--- src/core/mcr_pkg.sv ---
package mcr_pkg;

  localparam int unsigned ADDR_W = 7;
  localparam int unsigned DATA_W = 8;
  localparam int unsigned SAMP_W = 16;

  // Register offsets.
  localparam logic [6:0] OFS_OFF_XL = 7'h05;
  localparam logic [6:0] OFS_OFF_ZH = 7'h0a;
  localparam logic [6:0] OFS_IDENT  = 7'h0f;
  localparam logic [6:0] OFS_CTRL1  = 7'h20;
  localparam logic [6:0] OFS_CTRL2  = 7'h21;
  localparam logic [6:0] OFS_CTRL3  = 7'h22;
  localparam logic [6:0] OFS_CTRL4  = 7'h23;
  localparam logic [6:0] OFS_OUT_XL = 7'h28;
  localparam logic [6:0] OFS_OUT_ZH = 7'h2d;

  // Identification value is arbitrary.
  localparam logic [7:0] IDENT_DEF = 8'h5a;

  // Reset values and writable-bit masks; reserved bits always hold zero.
  localparam logic [7:0] CTRL1_RST  = 8'h10;
  localparam logic [7:0] CTRL2_RST  = 8'h00;
  localparam logic [7:0] CTRL3_RST  = 8'h03;
  localparam logic [7:0] CTRL4_RST  = 8'h00;
  localparam logic [7:0] OFF_RST    = 8'h00;
  localparam logic [7:0] CTRL1_MASK = 8'hff;
  localparam logic [7:0] CTRL2_MASK = 8'h6c;
  localparam logic [7:0] CTRL3_MASK = 8'ha7;
  localparam logic [7:0] CTRL4_MASK = 8'h0e;

  // Field positions.
  localparam int unsigned B1_TEMP    = 7;
  localparam int unsigned B1_XYP_LO  = 5;
  localparam int unsigned B1_RATE_LO = 2;
  localparam int unsigned B1_FAST    = 1;
  localparam int unsigned B1_SELF    = 0;
  localparam int unsigned B2_RNG_LO  = 5;
  localparam int unsigned B2_REBOOT  = 3;
  localparam int unsigned B2_CLEAR   = 2;
  localparam int unsigned B3_I2C_DIS = 7;
  localparam int unsigned B3_REDUCED = 5;
  localparam int unsigned B3_SPI_RD  = 2;
  localparam int unsigned B3_MODE_LO = 0;
  localparam int unsigned B4_ZP_LO   = 2;
  localparam int unsigned B4_ORDER   = 1;

  localparam logic [2:0] RATE_SLOWEST = 3'h0;
  localparam logic [1:0] MODE_CONT    = 2'h0;
  localparam logic [1:0] MODE_SINGLE  = 2'h1;
  localparam logic [1:0] MODE_DOWN    = 2'h3;

  typedef struct packed {
    logic              valid;
    logic              write;
    logic              spi;
    logic [ADDR_W-1:0] addr;
    logic [DATA_W-1:0] wdata;
  } mcr_acc_t;

  typedef struct packed {
    logic [SAMP_W-1:0] x;
    logic [SAMP_W-1:0] y;
    logic [SAMP_W-1:0] z;
  } mcr_samp_t;

  typedef struct packed {
    logic       temp_comp;
    logic [1:0] xy_performance_select;
    logic [2:0] rate_code;
    logic       high_rate_enable;
    logic       selfcheck_enable;
    logic [1:0] range_select;
    logic       min_averaging;
    logic [1:0] z_performance_select;
    logic [1:0] conversion_mode_select;
  } mcr_cfg_t;

endpackage : mcr_pkg

--- src/core/mcr_offset_sub.sv ---
`timescale 1ns/100ps

module mcr_offset_sub #(
  parameter int unsigned WIDTH = 16
) (
  input  wire logic             clk_sys_i,
  input  wire logic             rstn_i,
  input  wire logic             valid_i,
  input  wire logic [WIDTH-1:0] raw_i,
  input  wire logic [WIDTH-1:0] offset_i,
  output logic      [WIDTH-1:0] corr_o
);

  // Two's complement wraps; no saturation, matching a plain subtractor.
  wire logic [WIDTH-1:0] diff_w = raw_i - offset_i;

  always_ff @(posedge clk_sys_i) begin
    if (!rstn_i) begin
      corr_o <= '0;
    end else if (valid_i) begin
      corr_o <= diff_w;
    end
  end
endmodule : mcr_offset_sub

--- src/core/mcr_regs.sv ---
`timescale 1ns/100ps

module mcr_regs #(
  parameter logic [7:0] IDENT = mcr_pkg::IDENT_DEF
) (
  input  wire logic              clk_sys_i,
  input  wire logic              rstn_i,
  input  wire mcr_pkg::mcr_acc_t acc_i,
  output logic                   acc_ack_o,
  output logic [7:0]             acc_rdata_o,
  input  wire logic              sample_valid_i,
  input  wire mcr_pkg::mcr_samp_t sample_i,
  output mcr_pkg::mcr_samp_t     corr_o,
  output logic                   corr_valid_o,
  output mcr_pkg::mcr_cfg_t      cfg_o,
  output logic                   fast_rate_o,
  output logic                   convert_req_o,
  output logic                   reboot_o
);
  import mcr_pkg::*;

  logic [7:0] off_r [6];
  logic [7:0] ctrl1_r;
  logic [7:0] ctrl2_r;
  logic [7:0] ctrl3_r;
  logic [7:0] ctrl4_r;
  logic       reboot_r;
  logic       ack_r;
  logic [7:0] rdata_r;
  logic       cvalid_r;
  logic [7:0] rd_mux;

  // Access acceptance: two-wire blocked while disabled, SPI reads gated.
  wire logic i2c_dis_w  = ctrl3_r[B3_I2C_DIS];
  wire logic spi_rd_w   = ctrl3_r[B3_SPI_RD];
  wire logic spi_ok_w   = acc_i.write | spi_rd_w;
  wire logic port_ok_w  = acc_i.spi ? spi_ok_w : ~i2c_dis_w;
  wire logic go_w       = acc_i.valid & port_ok_w;
  wire logic wr_go_w    = go_w & acc_i.write;
  wire logic rd_go_w    = go_w & ~acc_i.write;
  wire logic wr_ctrl2_w = wr_go_w & (acc_i.addr == OFS_CTRL2);
  wire logic clear_w    = wr_ctrl2_w & acc_i.wdata[B2_CLEAR];
  wire logic boot_w     = wr_ctrl2_w & acc_i.wdata[B2_REBOOT];
  wire logic in_off_w   = (acc_i.addr >= OFS_OFF_XL) && (acc_i.addr <= OFS_OFF_ZH);
  wire logic [2:0] off_idx_w = 3'(acc_i.addr - OFS_OFF_XL);
  wire logic [1:0] mode_w    = ctrl3_r[B3_MODE_LO +: 2];
  wire logic single_done_w   = sample_valid_i && (mode_w == MODE_SINGLE);
  wire logic reduced_w       = ctrl3_r[B3_REDUCED];

  // Offset words assembled from byte pairs, low byte at the lower address.
  wire logic [15:0] off_x_w = {off_r[1], off_r[0]};
  wire logic [15:0] off_y_w = {off_r[3], off_r[2]};
  wire logic [15:0] off_z_w = {off_r[5], off_r[4]};

  function automatic logic [7:0] pick_byte(input logic [15:0] w, input logic upper_addr, input logic msb_first);
    pick_byte = (upper_addr ^ msb_first) ? w[15:8] : w[7:0];
  endfunction : pick_byte

  wire logic byte_order_w = ctrl4_r[B4_ORDER];

  // Corrected words sit in byte pairs from the first output address up; bit 0 of the index, XORed with the CTRL4 byte-order bit, picks the byte.
  wire logic        in_out_w   = (acc_i.addr >= OFS_OUT_XL) && (acc_i.addr <= OFS_OUT_ZH);
  wire logic [2:0]  out_idx_w  = 3'(acc_i.addr - OFS_OUT_XL);
  wire logic [15:0] out_word_w = (out_idx_w[2:1] == 2'h0) ? corr_o.x :
                                 (out_idx_w[2:1] == 2'h1) ? corr_o.y : corr_o.z;

  always_comb begin
    unique case (acc_i.addr)
      OFS_IDENT: rd_mux = IDENT;
      OFS_CTRL1: rd_mux = ctrl1_r;
      OFS_CTRL2: rd_mux = ctrl2_r;
      OFS_CTRL3: rd_mux = ctrl3_r;
      OFS_CTRL4: rd_mux = ctrl4_r;
      default: begin
        if (in_out_w) begin
          rd_mux = pick_byte(out_word_w, out_idx_w[0], byte_order_w);
        end else if (in_off_w) begin
          rd_mux = off_r[off_idx_w];
        end else begin
          rd_mux = 8'h00;
        end
      end
    endcase
  end

  // Offset storage. Config-clear wins over a same-cycle offset write.
  always_ff @(posedge clk_sys_i) begin
    if (!rstn_i || clear_w) begin
      for (int i = 0; i < 6; i++) begin
        off_r[i] <= OFF_RST;
      end
    end else if (wr_go_w && in_off_w) begin
      off_r[off_idx_w] <= acc_i.wdata;
    end
  end

  // Control registers; reserved bits are masked so they stay zero even if the host misbehaves.
  always_ff @(posedge clk_sys_i) begin
    if (!rstn_i || clear_w) begin
      ctrl1_r <= CTRL1_RST;
      ctrl2_r <= CTRL2_RST;
      ctrl3_r <= CTRL3_RST;
      ctrl4_r <= CTRL4_RST;
    end else begin
      if (wr_go_w && acc_i.addr == OFS_CTRL1) begin
        ctrl1_r <= acc_i.wdata & CTRL1_MASK;
      end
      if (wr_ctrl2_w) begin
        ctrl2_r <= acc_i.wdata & CTRL2_MASK & ~(8'h01 << B2_REBOOT);
      end
      if (single_done_w) begin
        // The hardware return to power-down wins over a host write in the same cycle.
        ctrl3_r <= (ctrl3_r & ~(8'h03 << B3_MODE_LO)) | (8'(MODE_DOWN) << B3_MODE_LO);
      end else if (wr_go_w && acc_i.addr == OFS_CTRL3) begin
        ctrl3_r <= acc_i.wdata & CTRL3_MASK;
      end
      if (wr_go_w && acc_i.addr == OFS_CTRL4) begin
        ctrl4_r <= acc_i.wdata & CTRL4_MASK;
      end
    end
  end

  // Reboot is a one-cycle request; the bit reads back zero since the CTRL2 write masks it out.
  always_ff @(posedge clk_sys_i) begin
    if (!rstn_i) begin
      reboot_r <= 1'b0;
      ack_r    <= 1'b0;
      rdata_r  <= 8'h00;
      cvalid_r <= 1'b0;
    end else begin
      reboot_r <= boot_w;
      ack_r    <= go_w;
      rdata_r  <= rd_go_w ? rd_mux : 8'h00;
      cvalid_r <= sample_valid_i;
    end
  end

  genvar g;
  generate
    for (g = 0; g < 3; g++) begin : g_axis
      wire logic [15:0] raw_w = (g == 0) ? sample_i.x : (g == 1) ? sample_i.y : sample_i.z;
      wire logic [15:0] off_w = (g == 0) ? off_x_w : (g == 1) ? off_y_w : off_z_w;
      wire logic [15:0] out_w;
      mcr_offset_sub #(
        .WIDTH (16)
      ) u_sub (
        .clk_sys_i (clk_sys_i),
        .rstn_i    (rstn_i),
        .valid_i   (sample_valid_i),
        .raw_i     (raw_w),
        .offset_i  (off_w),
        .corr_o    (out_w)
      );
    end
  endgenerate

  assign corr_o.x     = g_axis[0].out_w;
  assign corr_o.y     = g_axis[1].out_w;
  assign corr_o.z     = g_axis[2].out_w;
  assign corr_valid_o = cvalid_r;
  assign acc_ack_o    = ack_r;
  assign acc_rdata_o  = rdata_r;
  assign reboot_o     = reboot_r;

  assign cfg_o.temp_comp              = ctrl1_r[B1_TEMP];
  assign cfg_o.xy_performance_select  = ctrl1_r[B1_XYP_LO +: 2];
  assign cfg_o.rate_code              = reduced_w ? RATE_SLOWEST : ctrl1_r[B1_RATE_LO +: 3];
  assign cfg_o.high_rate_enable       = ctrl1_r[B1_FAST];
  assign cfg_o.selfcheck_enable       = ctrl1_r[B1_SELF];
  assign cfg_o.range_select           = ctrl2_r[B2_RNG_LO +: 2];
  assign cfg_o.min_averaging          = reduced_w;
  assign cfg_o.z_performance_select   = ctrl4_r[B4_ZP_LO +: 2];
  assign cfg_o.conversion_mode_select = mode_w;
  assign fast_rate_o   = ctrl1_r[B1_FAST] & ~reduced_w;
  assign convert_req_o = (mode_w == MODE_CONT) || (mode_w == MODE_SINGLE);
endmodule : mcr_regs

--- config.mk ---
export PLATFORM = sky130hd
export DESIGN_NAME = mcr_regs
export DESIGN_NICKNAME = d
export VERILOG_FILES = /design/src/core/mcr_pkg.sv /design/src/core/mcr_offset_sub.sv /design/src/core/mcr_regs.sv
export SDC_FILE = /design/constraint.sdc
export NUM_CORES = 1
export LEC_CHECK = 0
export BUFFER_PORTS_ARGS = -buffer_cell sky130_fd_sc_hd__buf_2
export CORE_MARGIN = 1
export CORE_UTILIZATION = 45
export CTS_BUF_LIST = sky130_fd_sc_hd__clkbuf_4
export DETAILED_ROUTE_END_ITERATION = 12
export PLACE_DENSITY = 0.66
export SETUP_SLACK_MARGIN = 0.05
export SYNTH_ARGS = -nofsm -noshare
export SYNTH_HDL_FRONTEND = slang
export SYNTH_SLANG_ARGS = --single-unit
--- constraint.sdc ---
create_clock -name clk_sys_i -period 7.02 [get_ports clk_sys_i]
set_input_delay 1.053 -clock clk_sys_i [delete_from_list [all_inputs] [get_ports clk_sys_i]]
set_output_delay 1.053 -clock clk_sys_i [all_outputs]
set_load 0.005 [all_outputs]
==> Word level (Yosys, flattened, before mapping) <==
Memories as Yosys holds them, arrays and structs flattened.
Cells that the tools add are included.
{ "totals": {"reg_bits": 78, "ramBits": 48, "input_bits": 69, "output_inout_bits": 76, "word_cells": 74, "n_memories": 1} }
{ "memory_table": {"columns": ["name", "words", "width", "read_ports", "rd_clocked_by_memory_dff", "write_ports", "line_no", "rtl"], "rows": [
  ["off_r", 6, 8, 7, 0, 6, "mcr_regs.sv:22", "logic [7:0] off_r [6];"]
]} }
{ "classes": {"n_addsub": 5, "magnitude_cmp": 4, "eq_ne": 7, "n_mux": 16, "bitwise": 13, "n_reduce_logical": 16} }
{ "ops": {"columns": ["cell", "count"], "rows": [
  ["16-bit subtractor", 3],
  ["8-bit case mux with 5 select lines", 1],
  ["16-bit 2-to-1 mux", 2],
  ["8-bit 2-to-1 mux", 4],
  ["7-bit by 6-bit == test with 1-bit output (second input constant)", 4],
  ["8-bit OR reduction", 1],
  ["1-bit bitwise AND", 7],
  ["7-bit by 4-bit == test with 1-bit output (second input constant)", 1],
  ["7-bit by 3-bit >= comparator with 1-bit output (second input constant)", 1],
  ["7-bit by 6-bit >= comparator with 1-bit output (second input constant)", 1],
  ["7-bit by 4-bit <= comparator with 1-bit output (second input constant)", 1],
  ["7-bit by 6-bit <= comparator with 1-bit output (second input constant)", 1],
  ["1-bit logical AND", 7],
  ["1-bit 2-to-1 mux", 7],
  ["3-bit 2-to-1 mux", 2],
  ["2-bit by 1-bit == test with 1-bit output (second input constant)", 2],
  ["2-bit logical NOT", 2],
  ["1-bit NOT", 4],
  ["2-bit AND reduction", 2],
  ["3-bit by 1-bit subtractor with 3-bit output (second input constant)", 1],
  ["3-bit subtractor (second input constant)", 1],
  ["1-bit logical OR", 2],
  ["2-bit OR reduction", 1],
  ["1-bit logical NOT", 1],
  ["2 further kinds", 2]
]} }

==> Depth between registers and ports, before layout <==
{ "depth": {"ltp_word": 11, "mapped_depth": 12, "mapped_depth_nobuf": 10} }

==> Modules after synthesis <==
From an unflattened synthesis, not the netlist that was laid out.
{ "hier_totals": {"cells_unflattened": 941, "hier_area_um2": 8861.0} }
{ "by_module_without_submodules": {"columns": ["module", "instances", "cells_per_inst", "area_each_um2", "seq_area_each_um2"], "rows": [
  ["mcr_regs", 1, 439, 4834.6, 2522.4],
  ["mcr_offset_sub at g_axis[0].u_sub ...", 2, 174, 1372.6, 320.3],
  ["mcr_offset_sub at g_axis[1].u_sub", 1, 154, 1281.2, 320.3]
]} }

==> Least setup slack after synthesis <==
Ideal clock, no wire load.
{ "synth_timing": {"kind": "input-to-reg", "startpoint": "input acc_i[8] (netlist bit)", "endpoint": "memory off_r[2][0], enable pin", "setup_time_ps": 374, "arrival_ps": 3173, "required_ps": 6646, "path_slack_ps": 3474, "stages": 9, "n_path_buf": 5, "cell_sequence": "buf_4 buf_6 buf_4 inv_1 ha_1 buf_2 buf_2 nand4b_1 o21ai_1"} }
{ "synth_lines": {"columns": ["element", "line_no", "rtl"], "rows": [
  ["start: declaration", "mcr_regs.sv:8", "input wire mcr_pkg::mcr_acc_t acc_i,"],
  ["end: declaration", "mcr_regs.sv:22", null]
]} }

==> run summary <==
Summed over all layers, the global routing overflow is 0. Leaving out fill and tap cells, the most frequent cell in the layout is buf_2. The maximum clock frequency came out at 239 MHz.

The wire-length estimate of the detail-placed layout is about 20000 um. The relative slew slack is 0.188. The netlist area before placement is around 8700 sq um. The clock network fraction of total power is 0.309. The flow ran to the end, and the final reports show no timing, DRC or antenna violations. The chip height is approximately 140 um. The number of antenna violations at the first check in global routing is 2. Walking the worst path, the cells encountered are buf_2 > inv_1 > ha_1 > xor2_1 > nand4_1 > o21ai_1. The routed via count divided by cell count came out at between 5 and 6. The filler cell count in the final layout came out at about 1700. The share of flip-flops with an asynchronous set or reset after synthesis is 0.

The clock insertion delay at the later pin of the skew report came out at between 500 and 600 ps. The count of antenna-violating nets left after detailed routing came out at 0. The number of endpoints failing setup at the final stage is 0. The floorplan die area came out at 19800 sq um.

The max-slew violation count is 0. The number of top-level pins is 145. The net count after synthesis came out at 993. The part of the power in registers came out at 0.475. Synthesis produced a netlist whose cell count is around 870. The max capacitance violation total came out at 0.

The largest net degree at the start of global routing is between 40 and 50. For this run, the register share of the synthesized area comes to 0.402. The sort of element at the end of the critical path is a flip-flop. Leaving out fill and tap cells, the most frequent cells in the layout are 144 x buf_2, 78 x dfxtp_1, 67 x nand2_1, 64 x edfxtp_1, 59 x a21oi_1.

The area inside the core boundary is around 19000 sq um. In the final design database the tool counted ~1100 nets. The area overhead of the layout relative to synthesis came out at 12.8%. The number of vias after detailed routing is 7161. CTS built an H-tree with a depth of 4. The final wirelength is 25800 um. Before antenna repair, the detailed router went through 7 iterations. The DRC violations left came out at 0. Port buffering added between 100 and 150 buffers. The path class of the tightest hold or removal check is reg -> reg. The final total power came out at between 2 and 2.5 mW. The placer congestion estimate came out at approximately 0.92. For this run, the slowest stage of the critical path takes around 950 ps. The worst clock skew on the final layout is approximately 19 ps. Setup repair after global routing left no endpoint under its margin. In the final layout, the share of cells above drive strength 1 is 0.235.

CTS placed an instance of clkbuf_4 at the clock tree root. The global-route wire length before repair is 39200 um. The number of enable flip-flop cells after synthesis is between 60 and 70.

The clock-pin slew on the worst setup and hold paths is between 100 and 150 ps. In this run the worst path has a maximum fanout of 29. The ratio of total power to cell area is 205 nW/um^2.

The number of sinks handled by clock tree synthesis came out at roughly 140. The starting density of the core is 0.462. The critical path contains buffers and inverters numbering 2 combined.

The startpoint-to-endpoint class of the critical path is in -> reg. In this run, synthesis produced a sequential element count of between 100 and 150. In this run, CTS created clock tree buffers numbering 17. The critical path startpoint category is an input port. The final hold violation count came out at 0. The via count of the first global-routing pass is about 6800. The total net switching power came out at roughly 600 uW. The family of cells with the greatest summed delay on the critical path is buffers and inverters. Summed over all failing endpoints, the final setup total negative slack is 0 ps. After detailed routing, the average wire length per cell comes to 20.8 um. The arrival time of data at the critical path endpoint is about 4400 ps.

The count of hold buffers inserted by post-cts repair came out at 0. The clock period minus final worst setup slack is approximately 4200 ps. The count of different cell masters after synthesis came out at slightly below 80. The share of power burned in combinational logic is 0.216. The largest individual stage delay along the critical path comes from the cell xor2_1. The die boundary width came out at around 140 um. The required time of the critical path is 7210 ps. The detailed router finished its first iteration with 599 violations. The switching share of power came out at 0.306. For this run, the leading register cell type out of synthesis is dfxtp_1. The clock tree from TritonCTS is built. VDD sags by at most around 160 uV. Across every metal layer, demand over resource in global routing totals 0.267. The yosys synthesis warning count is 0. The number of buffers on the longest clock path is 2. The internal power of the cells is around 1.4 mW.

The final period utilization came out at 0.595. The transition time at the pin with the least slew margin is around 1200 ps. The analysis attributes to cell leakage a power of 4.22 nW. The floorplan has 50 rows. Dividing the synthesized area by the synthesized cell count gives around 10 sq um. The number of setup buffers added after CTS is 0. The total of cells resized after clock tree synthesis came out at 0.
==> area by class of cell <==
type / instances / area [sq um] / share of cell area
diodes: 2 / 5.00 / 0.000512
clock buffers: 18 / 135 / 0.0138
clock inverters: 14 / 204 / 0.0209
inverters: 58 / 218 / 0.0223
multi-input cells: 622 / 4700 / 0.481
flip-flops and latches: 142 / 3480 / 0.356
well taps: 234 / 293 / 0.0300
repair buffers: 146 / 736 / 0.0753
==> worst paths after layout <==
check | startpoint | endpoint | slack (ps) | cells past startpoint
worst min register to register | ctrl1_r[2] | ctrl1_r[2] | 490 | 2
worst min-delay path | ctrl1_r[2] | ctrl1_r[2] | 490 | 2
worst max-delay path | acc_i[8] | off_r[1][2] | 2840 | 6
worst max register to register | ctrl3_r[7] | off_r[7][2] | 4030 | 6
==> worst register-to-register path: stages (launching register included) <==
cell and delay, ps:
dfxtp_1 410, nand2b_1 90, and3_1 280, and2_4 260, a31oi_4 360, and3_1 380
nor4b_2 830
==> sequential cells by signal (all words and copies together), names as in the netlist <==
name	flops
acc_rdata_o	8
ctrl3_r	5
ctrl4_r	3
ctrl1_r	8
corr_valid_o	1
acc_ack_o	1
g_axis.u_sub.corr_o	48
reboot_o	1
ctrl2_r	3
off_r	64
==> Yosys cell counts, drive strengths merged (8+ instances only) <==
library cell  count  area share
nor2             52       0.025
mux2i            18       0.021
nand3            45       0.026
mux2             20       0.026
dfxtp            78        0.18
and2             51       0.037
o21ai            38       0.022
nor3             11      0.0075
a211oi           13       0.012
o21a             11      0.0095
xor2             13       0.015
a21oi            59       0.034
edfxtp           64        0.22
a21o             13       0.011
xnor2            15       0.015
clkbuf           18      0.0078
nor2b            20       0.015
nand2            67       0.029
buf              31       0.023
o211ai            8      0.0069
ha               50       0.072
a22oi             9      0.0078
mux4             24       0.065
inv              58       0.025
==> cell families after synthesis <==
kind of cell / share of synthesized area
AO/OA/AOI/OAI: 0.147
XOR/XNOR: 0.0305
adder cells (fa/ha/maj): 0.0791
buffers and inverters: 0.0556
flip-flops: 0.402
multiplexers: 0.111
AND/OR/NAND/NOR: 0.175
==> power by group through the flow <==
stage	clock [mW]	combinational (mW)	sequential, mW
final	0.619	0.432	0.951
after detailed placement	0	0.427	0.968
after global placement	0	0.423	0.968
after global routing	0.662	0.470	0.955
after CTS	0.624	0.429	0.949
after floorplan	0	0.284	0.952
==> metal layers <==
metal  part of all wire  track usage
met5                  0            0
met4              0.031        0.112
met3              0.077       0.0506
met2               0.45        0.417
met1               0.44        0.363
==> stage by stage <==
step	util	setup slack [ps]	std cells	cell area [sq um]	hold slack, ps
finish	0.521	2840	1236	9780	488
global route	0.521	2570	1236	9780	499
CTS	0.521	2930	1234	9770	485
detailed placement	0.503	2310	1202	9430	461
global placement	0.503	2400	1202	9430	460
floorplan	-	3470	871	8670	445
No activity file was read; power rests on OpenSTA's default activity.
